File: src/core/cal_ctl_pkg.sv
// package: register map, field positions and types of the calendar control
package cal_ctl_pkg;

  // ----------------------------------------------------------------
  // register byte addresses
  // ----------------------------------------------------------------
  localparam logic [11:0] ADDR_CTRL_A   = 12'h000;
  localparam logic [11:0] ADDR_ALARM    = 12'h004;
  localparam logic [11:0] ADDR_DIV_LO   = 12'h008;
  localparam logic [11:0] ADDR_DIV_HI   = 12'h00c;
  localparam logic [11:0] ADDR_KEY      = 12'h010;
  localparam logic [11:0] ADDR_STATUS   = 12'h014;
  localparam logic [11:0] ADDR_TIME     = 12'h018;

  // ----------------------------------------------------------------
  // field positions
  // ----------------------------------------------------------------
  localparam int RUN_BIT   = 15;
  localparam int GUARD_BIT = 11;
  localparam int PWEN_BIT  = 10;
  localparam int PWPOL_BIT = 9;
  localparam int PWOE_BIT  = 8;
  localparam int TOE_BIT   = 7;
  localparam int ARM_BIT   = 15;
  localparam int ENDL_BIT  = 14;

  // ----------------------------------------------------------------
  // key bytes and reset values
  // ----------------------------------------------------------------
  localparam logic [7:0]  KEY_FIRST     = 8'h55;
  localparam logic [7:0]  KEY_SECOND    = 8'haa;
  localparam logic [15:0] DIV_HI_RESET  = 16'hffff;
  localparam logic [15:0] CTRL_A_MASK   = 16'h8ff1;
  localparam logic [15:0] ALARM_MASK    = 16'hcfff;
  localparam logic [15:0] DIV_LO_MASK   = 16'hf8f3;
  localparam int          FRAC_SLOTS    = 32;

  // key sequence states
  typedef enum logic [1:0] {KEY_IDLE, KEY_ONE, KEY_OPEN} key_state_t;

  // all state of the block except the pin synchronisers and ref_prev_r
  typedef struct packed {
    logic [15:0] ctrl_a;
    logic [15:0] alarm;
    logic [15:0] div_lo;
    logic [15:0] div_hi;
    key_state_t  key;
    logic [7:0]  pre_cnt;
    logic [15:0] coarse_cnt;
    logic [4:0]  slot;
    logic        half;
    logic        sec_clk;
    logic [7:0]  pw_cnt;
    logic        pw_tick;
    logic [16:0] halves;
    logic        alarm_evt;
    logic        stamp_evt;
    logic [1:0]  tamp_hist;
    logic [31:0] prdata;
    logic        tick_out;
  } state_t;

endpackage

File: src/core/cal_ctl.sv
// calendar clock control: divider, write guard, alarm repeat, output mux
//
// Overview of operation
// - guard set: writes to run bit, divider registers and time ignored
// - alarm, power control and timestamp fields writable regardless of guard
// - guard is zero after any reset
// - guard clears only after key bytes 55h then AA back to back
// - clear must come in the very next write after the second key
// - guard clear: setting it needs no key
// - reference pick: 00 osc, 01 rc, 10 mains pin, 11 system clock
// - calendar counts only while run bit is set
// - output = input / (2 * prescale * (coarse+1)) plus fine term
// - fine value n adds n input cycles per 16 seconds, only with system clock reference and prescale 1; zero disables
// - power timing clock prescaled 1, 16, 64 or 256
// - power enable, polarity and pin drive control the power output
// - output pin shows source picked by select code when enabled
// - tamper low pulse raises timestamp event when stamping enabled
// - alarm arm clears after event when count zero and not endless
// - repeat count decrements per event; wraps only when endless
// - repeat count is eight bits, up to 255 further alarms
// - interval codes half second to year; codes 1010-1111 reserved
// - registers directly mapped, no register pointer
// - coarse divider is a 16-bit counter set by coarse value
// - fine circuit swallows one input pulse in each half second slot picked by the fine value
//
// Decided for this implementation: the APB slave port and the placing of the registers.
`timescale 1ns/100ps

module cal_ctl
  import cal_ctl_pkg::*;
(
  input  wire logic        pclk,
  input  wire logic        presetn,
  input  wire logic        psel,
  input  wire logic        penable,
  input  wire logic        pwrite,
  input  wire logic [11:0] paddr,
  input  wire logic [31:0] pwdata,
  output logic      [31:0] prdata,
  output logic             pready,
  output logic             pslverr,
  input  wire logic        secondary_osc,
  input  wire logic        low_power_rc,
  input  wire logic        mains_clk_pin,
  input  wire logic        tamper_n_pin,
  input  wire logic        alarm_match,
  output logic             half_tick,
  output logic             pw_clk_tick,
  output logic             power_out,
  output logic             power_oe_n,
  output logic             tick_out,
  output logic             tick_oe_n
);

  // ----------------------------------------------------------------
  // pin synchronisers
  // ----------------------------------------------------------------
  logic [3:0] pin_s1_r;
  logic [3:0] pin_s2_r;

  // two flops before any logic looks at an outside pin
  always_ff @(posedge pclk or negedge presetn) begin
    if (!presetn) begin
      // tamper pin idles high: both stages start there, no false edge
      pin_s1_r <= 4'h8;
      pin_s2_r <= 4'h8;
    end else begin
      pin_s1_r <= {tamper_n_pin, mains_clk_pin, low_power_rc,
                   secondary_osc};
      pin_s2_r <= pin_s1_r;
    end
  end

  // ----------------------------------------------------------------
  // state and helpers
  // ----------------------------------------------------------------
  state_t s_r;
  state_t s_nxt;
  logic   ref_prev_r;
  logic   ref_lvl;
  logic   ref_edge;
  logic   pre_tick;
  logic   wr;
  logic   rd;
  logic   fine_skip;
  logic   run;
  logic   guard;
  logic   arm_evt;

  // prescale ratio minus one for a 2-bit code
  function automatic logic [7:0] pre_last(input logic [1:0] code);
    case (code)
      2'b00:   pre_last = 8'h00;
      2'b01:   pre_last = 8'h0f;
      2'b10:   pre_last = 8'h3f;
      default: pre_last = 8'hff;
    endcase
  endfunction

  // bit-reversed slot compare spreads swallowed pulses over 16 s
  function automatic logic slot_hit(input logic [4:0] slot,
                                    input logic [4:0] trim);
    slot_hit = ({slot[0], slot[1], slot[2], slot[3], slot[4]} < trim);
  endfunction

  // reference selection; system clock is pclk itself, every edge counts
  always_comb begin
    case (s_r.div_lo[1:0])
      2'b00:   ref_lvl = pin_s2_r[0];
      2'b01:   ref_lvl = pin_s2_r[1];
      2'b10:   ref_lvl = pin_s2_r[2];
      default: ref_lvl = 1'b0;
    endcase
    ref_edge = (s_r.div_lo[1:0] == 2'b11) ? 1'b1
             : (ref_lvl & ~ref_prev_r);
  end

  always_ff @(posedge pclk or negedge presetn) begin
    if (!presetn) begin
      ref_prev_r <= 1'b0;
    end else begin
      ref_prev_r <= ref_lvl;
    end
  end

  // apb decode: no wait states, unmapped reads zero, error only above the time register
  assign wr      = psel & penable & pwrite;
  assign rd      = psel & ~penable & ~pwrite;
  assign pready  = 1'b1;
  assign pslverr = psel & penable & (paddr > ADDR_TIME);
  assign run     = s_r.ctrl_a[RUN_BIT];
  assign guard   = s_r.ctrl_a[GUARD_BIT];
  assign pre_tick  = ref_edge && (s_r.pre_cnt == pre_last(s_r.div_lo[5:4]));
  assign fine_skip = s_r.half && slot_hit(s_r.slot, s_r.div_lo[15:11]);
  assign arm_evt   = alarm_match & s_r.alarm[ARM_BIT];

  // ----------------------------------------------------------------
  // next state
  // ----------------------------------------------------------------
  always_comb begin
    s_nxt           = s_r;
    s_nxt.half      = 1'b0;
    s_nxt.pw_tick   = 1'b0;
    s_nxt.alarm_evt = 1'b0;
    s_nxt.stamp_evt = 1'b0;
    s_nxt.tamp_hist = {s_r.tamp_hist[0], pin_s2_r[3]};

    // synchronous prescaler and coarse divider on sampled reference edges, gated by run
    if (run && ref_edge) begin
      s_nxt.pre_cnt = pre_tick ? 8'h00 : s_r.pre_cnt + 8'h01;
    end
    if (!run) begin
      s_nxt.pre_cnt    = 8'h00;
      s_nxt.coarse_cnt = 16'h0000;
    end else if (pre_tick && !fine_skip) begin
      if (s_r.coarse_cnt == s_r.div_hi) begin
        s_nxt.coarse_cnt = 16'h0000;
        s_nxt.half       = 1'b1;
        s_nxt.slot       = s_r.slot + 5'd1;
        s_nxt.sec_clk    = ~s_r.sec_clk;
        s_nxt.halves     = s_r.halves + 17'd1;
      end else begin
        s_nxt.coarse_cnt = s_r.coarse_cnt + 16'h0001;
      end
    end

    // power control clock prescale runs on the reference
    if (ref_edge) begin
      if (s_r.pw_cnt == pre_last(s_r.div_lo[7:6])) begin
        s_nxt.pw_cnt  = 8'h00;
        s_nxt.pw_tick = s_r.ctrl_a[PWEN_BIT];
      end else begin
        s_nxt.pw_cnt = s_r.pw_cnt + 8'h01;
      end
    end

    // tamper falling edge makes a timestamp event
    if (s_r.ctrl_a[0] && s_r.tamp_hist == 2'b10) begin
      s_nxt.stamp_evt = 1'b1;
    end

    // alarm repeat counter and auto disarm
    if (arm_evt) begin
      s_nxt.alarm_evt = 1'b1;
      if (s_r.alarm[7:0] != 8'h00 || s_r.alarm[ENDL_BIT]) begin
        s_nxt.alarm[7:0] = s_r.alarm[7:0] - 8'h01;
      end else begin
        s_nxt.alarm[ARM_BIT] = 1'b0;
      end
    end

    // key sequence: any other write drops it
    if (wr) begin
      s_nxt.key = KEY_IDLE;
      if (paddr == ADDR_KEY && pwdata[7:0] == KEY_FIRST) begin
        s_nxt.key = KEY_ONE;
      end else if (paddr == ADDR_KEY && s_r.key == KEY_ONE
                   && pwdata[7:0] == KEY_SECOND) begin
        s_nxt.key = KEY_OPEN;
      end
    end

    // register writes
    if (wr) begin
      case (paddr)
        ADDR_CTRL_A: begin
          // free fields always writable
          s_nxt.ctrl_a[10:0] = pwdata[10:0] & CTRL_A_MASK[10:0];
          if (!guard) begin
            s_nxt.ctrl_a[RUN_BIT] = pwdata[RUN_BIT];
            s_nxt.ctrl_a[GUARD_BIT] = pwdata[GUARD_BIT];
          end else if (!pwdata[GUARD_BIT] && s_r.key == KEY_OPEN) begin
            s_nxt.ctrl_a[GUARD_BIT] = 1'b0;
          end
        end
        ADDR_ALARM: begin
          s_nxt.alarm = pwdata[15:0] & ALARM_MASK;
        end
        ADDR_DIV_LO: begin
          // power prescale is a power-control field, never locked
          s_nxt.div_lo[7:6] = pwdata[7:6];
          if (!guard) begin
            s_nxt.div_lo = pwdata[15:0] & DIV_LO_MASK;
          end
        end
        ADDR_DIV_HI: begin
          if (!guard) begin
            s_nxt.div_hi = pwdata[15:0];
          end
        end
        ADDR_TIME: begin
          if (!guard) begin
            s_nxt.halves = pwdata[16:0];
          end
        end
        default: begin
        end
      endcase
    end

    // read mux, each register its own word
    if (rd) begin
      case (paddr)
        ADDR_CTRL_A: s_nxt.prdata = {16'h0000, s_r.ctrl_a};
        ADDR_ALARM:  s_nxt.prdata = {16'h0000, s_r.alarm};
        ADDR_DIV_LO: s_nxt.prdata = {16'h0000, s_r.div_lo};
        ADDR_DIV_HI: s_nxt.prdata = {16'h0000, s_r.div_hi};
        ADDR_STATUS: s_nxt.prdata = {26'h0, s_r.alarm_evt, 1'b0,
                                     s_r.stamp_evt, 2'b00, s_r.sec_clk};
        ADDR_TIME:   s_nxt.prdata = {15'h0000, s_r.halves};
        default:     s_nxt.prdata = 32'h0000_0000;
      endcase
    end

    // output pin source
    case (s_r.ctrl_a[6:4])
      3'b000:  s_nxt.tick_out = s_r.alarm_evt;
      3'b001:  s_nxt.tick_out = s_r.sec_clk;
      3'b010:  s_nxt.tick_out = ref_lvl;
      3'b011:  s_nxt.tick_out = s_r.pw_tick;
      3'b100:  s_nxt.tick_out = s_r.stamp_evt;
      default: s_nxt.tick_out = 1'b0;
    endcase
  end

  // ----------------------------------------------------------------
  // state register; reset clears the guard
  // ----------------------------------------------------------------
  always_ff @(posedge pclk or negedge presetn) begin
    if (!presetn) begin
      s_r        <= '0;
      s_r.div_hi <= DIV_HI_RESET;
      s_r.tamp_hist <= 2'b11;
    end else begin
      s_r <= s_nxt;
    end
  end

  // outputs
  assign prdata      = s_r.prdata;
  assign half_tick   = s_r.half;
  assign pw_clk_tick = s_r.pw_tick;
  // polarity applies whether or not the pin is driven
  assign power_out   = s_r.ctrl_a[PWPOL_BIT] ~^ s_r.pw_tick;
  assign power_oe_n  = ~s_r.ctrl_a[PWOE_BIT];
  assign tick_out    = s_r.tick_out & s_r.ctrl_a[TOE_BIT];
  assign tick_oe_n   = ~s_r.ctrl_a[TOE_BIT];

  // ----------------------------------------------------------------
  // assertions
  // ----------------------------------------------------------------
  a_guard_blocks_div: assert property (@(posedge pclk) disable iff (!presetn)
    (guard && wr && paddr == ADDR_DIV_HI) |=> $stable(s_r.div_hi))
    else $error("divider changed while guarded");
  a_alarm_free_write: assert property (@(posedge pclk) disable iff (!presetn)
    (wr && paddr == ADDR_ALARM && !alarm_match)
      |=> s_r.alarm == $past(pwdata[15:0] & ALARM_MASK))
    else $error("alarm write lost");
  a_guard_needs_key: assert property (@(posedge pclk) disable iff (!presetn)
    (guard && s_r.key != KEY_OPEN) |=> guard)
    else $error("guard cleared without key");
  a_guard_set_free: assert property (@(posedge pclk) disable iff (!presetn)
    (!guard && wr && paddr == ADDR_CTRL_A && pwdata[GUARD_BIT]) |=> guard)
    else $error("guard not set");
  a_stopped_no_tick: assert property (@(posedge pclk) disable iff (!presetn)
    !run |=> !half_tick)
    else $error("tick while stopped");
  a_repeat_hold: assert property (@(posedge pclk) disable iff (!presetn)
    (arm_evt && s_r.alarm[7:0] == 8'h00 && !s_r.alarm[ENDL_BIT])
      |=> !s_r.alarm[ARM_BIT] && s_r.alarm[7:0] == 8'h00)
    else $error("alarm not disarmed");
  a_repeat_wrap: assert property (@(posedge pclk) disable iff (!presetn)
    (arm_evt && s_r.alarm[7:0] == 8'h00 && s_r.alarm[ENDL_BIT]
      && !(wr && paddr == ADDR_ALARM)) |=> s_r.alarm[7:0] == 8'hff)
    else $error("repeat did not wrap");
  a_stamp_off: assert property (@(posedge pclk) disable iff (!presetn)
    !s_r.ctrl_a[0] |=> !s_r.stamp_evt)
    else $error("stamp while disabled");
  a_reset_guard: assert property (@(posedge pclk)
    $rose(presetn) |-> !guard)
    else $error("guard set after reset");

endmodule

File: config.mk
export PLATFORM = sky130hd
export DESIGN_NAME = cal_ctl
export DESIGN_NICKNAME = d
export VERILOG_FILES = /design/src/core/cal_ctl_pkg.sv /design/src/core/cal_ctl.sv
export SDC_FILE = /design/constraint.sdc
export NUM_CORES = 1
export LEC_CHECK = 0
export BUFFER_PORTS_ARGS = -buffer_cell sky130_fd_sc_hd__buf_2
export CELL_PAD_IN_SITES_DETAIL_PLACEMENT = 1
export CELL_PAD_IN_SITES_GLOBAL_PLACEMENT = 1
export CORE_ASPECT_RATIO = 1.25
export CORE_MARGIN = 8
export CORE_UTILIZATION = 41
export DETAILED_ROUTE_END_ITERATION = 12
export GPL_TIMING_DRIVEN = 0
export HOLD_SLACK_MARGIN = 0.02
export PLACE_DENSITY = 0.78
export SLEW_MARGIN = 20
export SYNTH_ARGS = -nofsm -noshare
export SYNTH_HDL_FRONTEND = slang
export SYNTH_SLANG_ARGS = --single-unit
export TNS_END_PERCENT = 10
File: constraint.sdc
create_clock -name pclk -period 2.1 [get_ports pclk]
set_input_delay 0.21 -clock pclk [delete_from_list [all_inputs] [get_ports pclk]]
set_output_delay 0.21 -clock pclk [all_outputs]
set_load 0.02 [all_outputs]
==> flow_metrics.tcl <==
set metrics [dict create \
    status "finished with violations" \
    violations "setup timing" \
    drcViolationCount 0 \
    cp.arrival_ns 2.68 \
    diodes 0 \
    die_w_um 137 \
    tightest_slew_ns 0.855 \
    final_common_cell "dfrtp_1" \
    synth_area_um2 7560 \
    drv_cap 0 \
    ys_warn_count 0 \
    ys.flop_type "dfrtp_1" \
    start_kind "flop" \
    r2r_cells 7 \
    grt_overflow_total 0 \
    grt_usage 0.208 \
    ios 94 \
    powerDensity_nw_per_um2 670 \
    min_period_over_period 1.11 \
    dp_hpwl_mm 16.1 \
    htree_levels 4 \
    grt_pass1_vias 6748 \
    grt_setup_unrepaired "true" \
    num_rows 55 \
    gp_congestion 0.865 \
    synth.yosys.seq_area_share 0.470 \
    layout.nets 949 \
    first_iter_violations 496 \
    clockBufferDepth 2 \
    peakVddDrop_mv 0.529 \
    min_path_cells 2 \
    slew_viol_final 0 \
    grt_max_degree 97 \
    async_flop_share 1.00 \
    worstHoldPathType "input port to flop" \
    syn-mean-instance-area_um2 9.80 \
    worst-path-buf-inv 1 \
    portBuffers 60 \
    dp.cells 1075 \
    worstSetupPathType "flop to flop" \
    synth.distinct_cells 64 \
    grt_pass1_wl_mm 37.3 \
    required_ns 2.45 \
    fin_worst_skew_ns 0.00904 \
    root_buffer "clkbuf_16" \
    fillers 2036 \
    clock_latency_ns 0.43 \
    final-setup-viol-count 38 \
    place_area_um2 8260 \
    vias 6256 \
    path_cells "nor4_2, mux2i_1, a221o_1, or3_4, buf_6, or3b_1, a21boi_2" \
    drt_pre_antenna_iters 5 \
    synth_seq_cells 141 \
    clock_sinks 141 \
    power.leakage_nw 4.17 \
    cts_made_buffers 17 \
    core_area_um2 18100 \
    final_layout_size_suffix_gt1_frac 0.290 \
    path_max_fanout 10 \
    min_period_ns 2.32 \
    fmax_ghz 0.430 \
    path_depth 7 \
    final_cell_mix "dfrtp_1, nand2_1, nor2_1, buf_2" \
    wl_mm 23.3 \
    ant_nets 0 \
    fin_ws_ns -0.225 \
    cts_tree "yes" \
    clk_pin_slew_ns 0.07 \
    area_growth_pct 23.1 \
    finalNonFillerCells 1126 \
    die_y_um 168 \
    viasPerCell 5.56 \
    path_delay_family "simple AND/OR/NAND/NOR gates" \
    worstSetupEndpointType "flop" \
    finalInstanceArea_um2 9310 \
    antenna_found_initial 0 \
    netlist_instances 772 \
    cp_slowest_cell "dfrtp_1" \
    timing_hold_violations_final 0 \
    wl_per_cell_um 20.7 \
    synth-edff-count 0 \
    dieArea_um2 23100 \
    max-slew-margin-rel 0.430 \
    start_util 0.418 \
    max_stage_delay_ns 0.43 \
]
## state kept, by name, indices dropped and copies added (netlist names)
register	flops
guard	1
pin_s1_r	4
pin_s2_r	4
s_r	110
ref_prev_r	1
run	1
prdata	17
pw_clk_tick	1
s_nxt	1
half_tick	1
## synthesized netlist by cell type (5+ instances only)
library cell / number / share of area
clkbuf_1: 19 / 0.0094
nand4_1: 16 / 0.013
buf_2: 5 / 0.0033
dfstp_2: 20 / 0.069
mux2i_1: 21 / 0.028
and2_1: 8 / 0.0066
mux2_2: 32 / 0.048
nand2_1: 73 / 0.036
or3b_1: 5 / 0.0058
xor2_1: 11 / 0.013
nor4_1: 5 / 0.0041
nor3_1: 23 / 0.015
nand3b_1: 5 / 0.0050
inv_1: 25 / 0.012
a21oi_1: 36 / 0.024
a221oi_1: 5 / 0.0058
o21ai_0: 58 / 0.038
ha_1: 10 / 0.017
nand3_1: 22 / 0.015
xnor2_1: 42 / 0.049
and3_1: 9 / 0.0074
a21boi_1: 8 / 0.0079
o31ai_1: 7 / 0.0069
a31oi_1: 5 / 0.0041
nor2_1: 65 / 0.032
buf_4: 34 / 0.034
or3_1: 10 / 0.0083
nand2b_1: 7 / 0.0058
dfrtp_1: 121 / 0.40
## path summary, 6_finish.rpt
kind                             startpoint          end  slack (ns)
max in group asynchronous           presetn     s_r[112]        1.03
worst min register to register  pin_s1_r[1]  pin_s2_r[1]        0.35
worst min-delay path             pwdata[11]     s_r[123]        0.05
worst max register to register      s_r[87]      s_r[83]       -0.22
worst max-delay path                s_r[87]      s_r[83]       -0.22
min in group asynchronous           presetn     s_r[124]        0.27
## through the flow
stage / setup WS, ns / power, mW / hold WS (ns) / util / setup TNS, ns
6_report: -0.225 / 6.23 / 0.0548 / 0.514 / -4.54
5_1_grt: -0.358 / 6.39 / 0.0671 / 0.514 / -8.66
4_1_cts: -0.235 / 6.25 / 0.0441 / 0.508 / -5.28
3_5_place_dp: -0.470 / 3.10 / 0.140 / 0.456 / -31.16
3_3_place_gp: -1.27 / 3.09 / 0.316 / 0.454 / -189.73
2_1_floorplan: -0.150 / 2.94 / -0.0856 / - / -1.53
## worst reg2reg max path, delay by kind of cell (launching register included)
kind	cells	cell delay [ns]
compound gates	2	0.46
buf+inv	1	0.16
flops	1	0.43
mux	1	0.11
simple gates	3	1.09
## cell type report
class                      count  area [µm²]  area share
multi-input combinational    557        3810       0.410
sequential                   141        3560       0.382
timing repair buffer          80         500      0.0538
clock buffer                  20         447      0.0480
buffer                        63         442      0.0475
tap                          228         285      0.0306
clock inverter                12         161      0.0173
inverter                      25        97.6      0.0105
## report_power, final
group,switching (mW),internal (mW)
clock network,1.24,1.91
logic,0.221,0.112
registers,0.0138,2.74
total,1.47,4.76
## cell families after synthesis
family / after synthesis / share of synthesized area
flip-flops: 141 / 0.470
XOR/XNOR: 53 / 0.0614
adder cells (fa/ha/maj): 10 / 0.0165
other: 2 / 0.000993
buffers and inverters: 88 / 0.0634
multiplexers: 56 / 0.0814
AND/OR/NAND/NOR: 281 / 0.195
AO/OA/AOI/OAI: 141 / 0.111
## routing by layer
metal	vias to the layer above	part of all wire	GRT usage
met3	69	0.038	0.0357
met2	147	0.53	0.363
met5	-	0	0
li1	2895	-	-
met1	3145	0.39	0.236
met4	0	0.043	0.104
## repair_timing
item,in CTS,in global routing
pin swaps,28,15
resized for setup,51,36
buffers inserted,14,0
endpoints found under the hold margin,49,0
hold buffers,5,0
setup endpoints to repair,54,72
No activity file was read; power rests on OpenSTA's default activity.
